--- src/hw/coin_credit_pkg.sv ---
// Constants shared by the coin credit and play control block
// Operation
// - Coin switch caught in debounce flag
// - Wait 10 ms before coin accepted
// - Debounce flag inhibits start, starts timer
// - Coin pulse clears expired flag, loads games flag from setting
// - Held credit enables start, lights indicator
// - Switch release resets flag, clears trigger
// - Power-up: latch off, attract, no start
// - Coin pulse sets self-holding credit latch
// - Static detect clears latch, overrides coin
// - Expired credit in attract clears latch
// - One game: game over expires credit
// - Two games: first game over only marks
// - Two games: second game over expires credit
// - Attract clears on start, sets on stop
`default_nettype none
package coin_credit_pkg;
   // System clock rate in hertz
   localparam int unsigned CLK_HZ        = 20_000_000;
   // Coin qualification delay in milliseconds
   localparam int unsigned QUAL_DELAY_MS = 10;
   // Delay in clock cycles, rounded down
   localparam int unsigned QUAL_CYCLES   =
      (CLK_HZ / 1000) * QUAL_DELAY_MS;
   // Width of the qualification counter
   localparam int unsigned QUAL_W        = 18;
   // Reset values of the flags
   localparam logic CREDIT_RST   = 1'b0;
   localparam logic EXPIRED_RST  = 1'b1;
   localparam logic ATTRACT_RST  = 1'b1;
   localparam logic GAMES_RST    = 1'b1;
endpackage : coin_credit_pkg
`default_nettype wire

--- src/hw/coin_sync.sv ---
// Two-stage synchroniser for one asynchronous input
`default_nettype none
module coin_sync
(
   // Clock and reset
   input  wire logic sys_clk_i,
   input  wire logic reset_i,
   // Data
   input  wire logic async_i,
   output logic      sync_o
);
   logic meta_reg;   // First stage, read only by second

   // Two flops; reset level chosen as the idle value
   always_ff @(posedge sys_clk_i)
   begin
      if (reset_i)
      begin
         meta_reg <= 1'b0;
         sync_o   <= 1'b0;
      end
      else
      begin
         meta_reg <= async_i;
         sync_o   <= meta_reg;
      end
   end
endmodule : coin_sync
`default_nettype wire

--- src/hw/coin_credit_play_control.sv ---
// Coin credit, electronic latch and attract control
`default_nettype none
module coin_credit_play_control
(
   // Clock and reset
   input  wire logic sys_clk_i,
   input  wire logic reset_i,
   // Cabinet inputs, asynchronous
   input  wire logic coin_sw_n_i,            // Low while coin passes
   input  wire logic static_detect_i,        // High on static charge
   input  wire logic games_per_coin_select_i,// 1: two, 0: one
   // Game logic, same clock
   input  wire logic start_accept_i,         // Start pressed, pulse
   input  wire logic game_stop_i,            // Game over, level
   // Outputs to start and game logic
   output logic      coin_accepted_n_o,      // Accept pulse, low
   output logic      start_inhibit_o,        // Coin in progress
   output logic      start_enable_o,         // Credit present
   output logic      credit_led_o,           // Indicator lit, high
   output logic      credit_latch_o,         // Latch state
   output logic      attract_o,              // Attract mode
   output logic      credit_expired_o        // Expiry flag
);
   // Synchronised inputs
   logic coin_active;    // Coin switch closed
   logic static_sync;    // Static seen
   logic two_games;      // two_games_per_coin setting
   logic coin_sw_sync;   // Synchronised switch level

   coin_sync u_sync_coin
   (
      .sys_clk_i (sys_clk_i),
      .reset_i   (reset_i),
      .async_i   (~coin_sw_n_i),
      .sync_o    (coin_sw_sync)
   );
   coin_sync u_sync_static
   (
      .sys_clk_i (sys_clk_i),
      .reset_i   (reset_i),
      .async_i   (static_detect_i),
      .sync_o    (static_sync)
   );
   coin_sync u_sync_sel
   (
      .sys_clk_i (sys_clk_i),
      .reset_i   (reset_i),
      .async_i   (games_per_coin_select_i),
      .sync_o    (two_games)
   );
   assign coin_active = coin_sw_sync;

   // State
   logic                                  debounce_reg;  // Coin flag
   logic [coin_credit_pkg::QUAL_W-1:0]    qual_cnt_reg;  // Delay timer
   logic                                  trig_reg;      // Accept done
   logic                                  accept_reg;    // Accept pulse
   logic                                  credit_reg;    // Credit latch
   logic                                  expired_reg;   // Expiry flag
   logic                                  games_reg;     // Games flag
   logic                                  attract_reg;   // Attract flag
   logic                                  attract_d_reg; // Edge detect
   logic                                  stop_d_reg;    // Edge detect
   logic                                  qual_done;     // Timer expired
   logic                                  game_over;     // Attract rise
   logic                                  expire_clr;    // Expiry clear
   logic                                  credit_clr;    // Latch clear

   // Debounce flag: set on closure, reset on rest position
   // Synchroniser does not filter bounce; flag follows the synchronised level
   always_ff @(posedge sys_clk_i)
   begin
      if (reset_i)
         debounce_reg <= 1'b0;
      else
         debounce_reg <= coin_active;
   end

   // Qualification timer runs while the flag stays set
   always_ff @(posedge sys_clk_i)
   begin
      if (reset_i || !debounce_reg)
         qual_cnt_reg <= '0;
      else if (!qual_done)
         qual_cnt_reg <= qual_cnt_reg + 1'b1;
   end
   assign qual_done = (qual_cnt_reg ==
      coin_credit_pkg::QUAL_W'(coin_credit_pkg::QUAL_CYCLES - 1));

   // One accept pulse per coin; trigger cleared on release
   always_ff @(posedge sys_clk_i)
   begin
      if (reset_i || !debounce_reg)
      begin
         trig_reg   <= 1'b0;
         accept_reg <= 1'b0;
      end
      else
      begin
         accept_reg <= qual_done && !trig_reg;
         if (qual_done)
            trig_reg <= 1'b1;
      end
   end

   // Expiry clear: credit gone while in attract
   assign expire_clr = expired_reg && attract_reg;
   // A coin pulse clears the expiry flag in the same cycle, so the
   // expiry clear must not block the set that the coin itself makes
   assign credit_clr = static_sync
                       || (expire_clr && !accept_reg);

   // Credit latch; static clear wins over a coin set
   always_ff @(posedge sys_clk_i)
   begin
      if (reset_i)
         credit_reg <= coin_credit_pkg::CREDIT_RST;
      else if (credit_clr)
         credit_reg <= 1'b0;
      else if (accept_reg)
         credit_reg <= 1'b1;
   end

   // Game over edge of the attract flag
   always_ff @(posedge sys_clk_i)
   begin
      if (reset_i)
      begin
         attract_d_reg <= coin_credit_pkg::ATTRACT_RST;
         stop_d_reg    <= 1'b0;
      end
      else
      begin
         attract_d_reg <= attract_reg;
         stop_d_reg    <= game_stop_i;
      end
   end
   assign game_over = attract_reg && !attract_d_reg;

   // Games-per-coin flag; coin pulse loads !two_games, game over sets
   always_ff @(posedge sys_clk_i)
   begin
      if (reset_i)
         games_reg <= coin_credit_pkg::GAMES_RST;
      else if (accept_reg)
         games_reg <= !two_games;
      else if (game_over)
         games_reg <= 1'b1;
   end

   // Credit-expired flag; preset while the latch is off
   always_ff @(posedge sys_clk_i)
   begin
      if (reset_i)
         expired_reg <= coin_credit_pkg::EXPIRED_RST;
      else if (accept_reg && !credit_clr)
         expired_reg <= 1'b0;
      else if (!credit_reg)
         expired_reg <= 1'b1;
      else if (game_over)
         expired_reg <= games_reg;
   end

   // Attract flag; preset while latch off, stop sets, start clears
   always_ff @(posedge sys_clk_i)
   begin
      if (reset_i)
         attract_reg <= coin_credit_pkg::ATTRACT_RST;
      else if (!credit_reg)
         attract_reg <= 1'b1;
      else if (game_stop_i && !stop_d_reg)
         attract_reg <= 1'b1;
      else if (start_accept_i && start_enable_o)
         attract_reg <= 1'b0;
   end

   // Outputs
   assign coin_accepted_n_o = !accept_reg;
   assign start_inhibit_o   = debounce_reg;
   assign start_enable_o    = credit_reg && !expired_reg
                              && !debounce_reg;
   assign credit_led_o      = credit_reg && !expired_reg;
   assign credit_latch_o    = credit_reg;
   assign attract_o         = attract_reg;
   assign credit_expired_o  = expired_reg;
endmodule : coin_credit_play_control
`default_nettype wire

--- config.mk ---
export PLATFORM = sky130hd
export DESIGN_NAME = coin_credit_play_control
export DESIGN_NICKNAME = d
export VERILOG_FILES = /design/src/hw/coin_credit_pkg.sv /design/src/hw/coin_sync.sv /design/src/hw/coin_credit_play_control.sv
export SDC_FILE = /design/constraint.sdc
export NUM_CORES = 1
export LEC_CHECK = 0
export ABC_AREA = 1
export BUFFER_PORTS_ARGS = -buffer_cell sky130_fd_sc_hd__buf_2
export CAP_MARGIN = 0
export CORE_ASPECT_RATIO = 1.1
export CORE_MARGIN = 8
export CORE_UTILIZATION = 45
export CTS_CLUSTER_DIAMETER = 120
export DETAILED_ROUTE_END_ITERATION = 10
export PLACE_DENSITY_LB_ADDON = 0.1
export SLEW_MARGIN = 25
export SYNTH_ARGS = -nofsm -noshare
export SYNTH_HDL_FRONTEND = slang
export SYNTH_HIERARCHICAL = 1
export SYNTH_SLANG_ARGS = --single-unit
--- constraint.sdc ---
create_clock -name sys_clk_i -period 2 [get_ports sys_clk_i]
set_input_delay 0.1 -clock sys_clk_i [delete_from_list [all_inputs] [get_ports sys_clk_i]]
set_output_delay 0.1 -clock sys_clk_i [all_outputs]
set_load 0.005 [all_outputs]
Word level (Yosys, flattened, before mapping)
Index checks and enable logic that the tools add are counted.

Add/sub/neg operators: 1. Eq/ne operators: 2. Multiplexer cells: 5. Bitwise logic cells: 2. Reductions and logical operators: 22.

Operators by type and width (count): $add 18x1->18 const B (1); $eq 18x18->1 const B (1); $logic_and 1x1->1 (9); $logic_not 1->1 (8); $mux 1 (5); $ne 3x1->1 const B (1); $reduce_or 3->1 (1); $logic_or 1x1->1 (2); $not 1->1 (2); $reduce_bool 2->1 (1); $reduce_or 2->1 (1).

Register bits: 33. Output and inout port bits: 7.

Depth between registers and ports, before layout
Depth after elaboration: 6. Mapped depth: 9. Depth with buffers taken out: 9.

By module
The synthesis kept the hierarchy.

By module, submodules not included: coin_credit_play_control (times used 1, cells each 196, area an instance 1317.5 sq um, sequential area each 540.5 sq um); coin_sync (times used 3, cells each 6, area an instance 55.1 sq um, sequential area each 40.0 sq um).

Worst setup path before layout
OpenSTA, ideal clock, no wires.

Path kind: reg2reg. Start: register qual_cnt_reg[0] in the netlist's numbering. End: register qual_cnt_reg[12] in the netlist's numbering. Setup time: 0.116 ns. Arrival: 1.247 ns. Data required time: 1.884 ns. Slack: 0.637 ns. Cell stages (with the launch flop): 9. Period minus slack after synthesis: 1.363 ns. Cell sequence: dfxtp_1 > ha_1 > nand3_2 > inv_1 > nand2_1 > nor2_1 > nand2_1 > o21ai_0 > nor2_1.

Word-level cells in the longest chain between the ends: 1. Elaborated cells between the ends (all ways): 2. Those cells by class: 1 x add/sub; 1 x eq/ne.

Ends and longest elaborated chain: start: declaration (line coin_credit_play_control.sv:55) `logic [coin_credit_pkg::QUAL_W-1:0] qual_cnt_reg;`; start signal: assignment (line coin_credit_play_control.sv:85) `qual_cnt_reg <= qual_cnt_reg + 1'b1;`; $add 18x1->18 or $eq 18x18->1 (tied branches) (line coin_credit_play_control.sv:85, coin_credit_play_control.sv:87).

Several ways; a longest one is shown, not always the timed one. A chain may end at the register's enable or synchronous reset.

Worst setup path after layout
Same ends and word-level chain as after synthesis.

==> summary.md <==
| Metric | Value |
|---|---|
| Sequential fraction of the synthesis area | `0.446` |
| Synth Area per Inst | `6.93 um2` |
| Ant diodes | `0` |
| Compound-Gate Fraction of Synth Area | `0.0970` |
| Total gr overflow | `0` |
| PortBufs | `13` |
| Fmax | `~0.64 GHz` |
| Worst slew pin tran | `0.263 ns` |
| Unrepaired setup endpoints after global routing | `no` |
| Final Hold Violating Endpoints | `0` |
| Synth top area cells | `dfxtp_1, nand2_1, inv_1` |
| Relative slew slack | `0.824` |
| Layout cell share with drive strength beyond 1 | `0.126` |
| Die Wd | `~71 um` |
| Leakage | `0.719 nW` |
| Critical-path cell list | `ha_1 > nand3_2 > inv_1 > nand2_1 > nor2_1 > nand2_1 > o21ai_0 > nor2_1` |
| Number of global-route vias before repair | `between 1000 and 1500` |
| Pin count of the biggest net entering global routing | `14` |
| Post-Synth Adder-Cell Area | `0.00844` |
| Initial drt markers | `84` |
| CP Capture Type | `register` |
| Largest family of logic cells by synthesized area | `simple AND/OR/NAND/NOR gates` |
| Critical Path RT | `about 2.3 ns` |
| Router iterations before antenna repair | `4` |
| Pwr dens | `717 mW/mm2` |
| Synth Area in Simple Gates | `0.325` |
| CTS Buf Count | `5` |
| Setup TNS | `0 ns` |
| Max FFs per register | `18` |
| Yosys cell types | `22` |
| Initial core utilization | `0.456` |
| Xor/xnor share of the synthesized area | `0.0177` |
| Mux contribution to synthesized area | `0` |
| Synth Register Bits | `33` |
| Tmin final | `~1.6 ns` |
| Setup violators final | `0` |
| Worst-path clk slew | `between 0.1 and 0.15 ns` |
| Detailed-route via count | `approximately 1300` |
| Die height | `around 76 um` |
| Worst Hold Class | `input port to register` |
| Final wirelength | `between 3 and 4 mm` |
| Area leader, netlist | `dfxtp_1` |
| Worst-Skew Late Latency | `around 0.35 ns` |
| Crit-path slowest cell | `dfxtp_1` |
| Maximum root-to-sink buffer count | `2` |
| Antenna violations before repair | `0` |
| TritonCTS clock tree | `done` |
| Post-DR vias/cell | `just under 5` |
| Layout Skew | `approximately 0.0058 ns` |
| Slowest cell delay on critical path | `about 0.45 ns` |
| Number of max-cap violations | `0` |
| WL per Instance | `11.5 um` |
| Post-DP HPWL | `~2.4 mm` |
| Tcrit/Tclk final | `0.786` |
| Clk root buf | `clkbuf_4` |
| YS warnings | `6` |
| Clock Sinks | `33` |
| Area grow syn2layout | `16.4%` |
| Gate Count Post-Synth | `214` |
| Nets | `approximately 250` |
| Max-slew violation count | `0` |
| Post-synthesis cell area | `about 0.0015 mm2` |
| Site Rows | `22` |
| Die area | `~0.0054 mm2` |
| Post-route DRC | `0` |
| Gp weighted congestion | `about 0.9` |
| CP arrival | `~1.8 ns` |
| Core box area | `0.00325 mm2` |
| Overall power | `between 1 and 1.5 mW` |
| Post-CTS sizing | `0` |
| Status | `finished, final reports clean` |
| FILL cells | `331` |
| ANT nets after route | `0` |
| First-pass GRT wire length | `~5.8 mm` |
| Synth top area share | `0.446` |
| Total GRT Usage | `0.132` |
| Worst vdd rail ir drop | `between 500 and 600 uV` |
| Syn nets | `around 220` |
| # IOs | `14` |
| Htree depth | `2` |
| Critical path type | `register to register` |
| CP startpoint kind | `register` |
| CP Max Fanout | `7` |
per-layer routing:
layer  global-route usage  share of wire  up-vias
met5                    0              0        -
met4               0.0667          0.023        0
li1                     -              -      714
met2                0.235           0.51       19
met3               0.0316          0.030        7
met1                0.140           0.43      608
path summary, 6_finish.rpt:
check	to	slack, ns	depth (start not counted)	startpoint
max	qual_cnt_reg[12]	0.43	8	qual_cnt_reg[0]
min	attract_o	0.03	4	start_accept_i
min reg2reg	u_sync_coin/sync_o	0.41	2	u_sync_coin/meta_reg
max reg2reg	qual_cnt_reg[12]	0.43	8	qual_cnt_reg[0]
cell usage in the layout (no fill, tap or decap), drive strengths merged:
cell type and n:
nand2 48, inv 41, nor2 37, dfxtp 33
a21oi 15, buf 14, nand3 11, o21ai 9
clkbuf 6, nand4 4, dlygate4sd3 4, nor3 4
xnor2 3, or2 2, o211ai 2, a32oi 1
nand3b 1, and2 1, ha 1, bufinv 1
clkinvlp 1
critical path: cells and delay by family, from the launching register on:
family	cells	cell delay, ns
adders and majority gates	1	0.24
and+or+nand+nor	5	0.55
DFF	1	0.45
AOI/OAI and AO/OA	1	0.15
buffers and inverters	1	0.08
power breakdown:
group	internal, mW	leakage, nW	switching (mW)
combinational	0.0140	0.407	0.0136
clock	0.297	0.0445	0.246
sequential	0.664	0.268	0.00283
through the flow:
step           cells  hold WS, ns   util  area (um2)  worst slack (ns)
6_report         275       0.0259  0.531        1730             0.428
5_1_grt          275       0.0536  0.531        1730             0.259
4_1_cts          275       0.0293  0.531        1730             0.444
3_5_place_dp     263        0.308  0.492        1600             0.472
3_3_place_gp     263        0.308  0.492        1600             0.545
2_1_floorplan    214        0.171      -        1480             0.637
final cells by class:
cell class                 instances  area, um2  area share
multi-input combinational        139        664       0.385
sequential                        33        661       0.383
inverter                          41        154      0.0892
timing repair buffer              18        113      0.0653
clock buffer                       6       51.3      0.0297
tap                               36       45.0      0.0261
clock inverter                     2       37.5      0.0218
repair_timing:
item | CTS | global route
hold buffers | 4 | 0
endpoints found under the hold margin | 4 | 0
buffers inserted | 0 | 0
cell usage after synthesis:
cell type and number:
nand2_1 47, inv_1 41, nor2_1 34, dfxtp_1 33
a21oi_1 15, nand3_1 10, o21ai_0 9, nand4_1 4
nor3_1 3, xnor2_1 3, nor2_4 2, o211ai_1 2
or2_2 2, a32oi_1 1, and2_1 1, clkbuf_1 1
ha_1 1, nand2_2 1, nand3_2 1, nand3b_1 1
nor2_2 1, nor3_4 1
logic make-up after synthesis:
group | count (synthesis)
compound gates | 27
xor+xnor | 3
fa+ha+maj | 1
buf+inv | 42
flops | 33
simple gates | 108
Note: power is estimated with default switching activity, not from simulation.
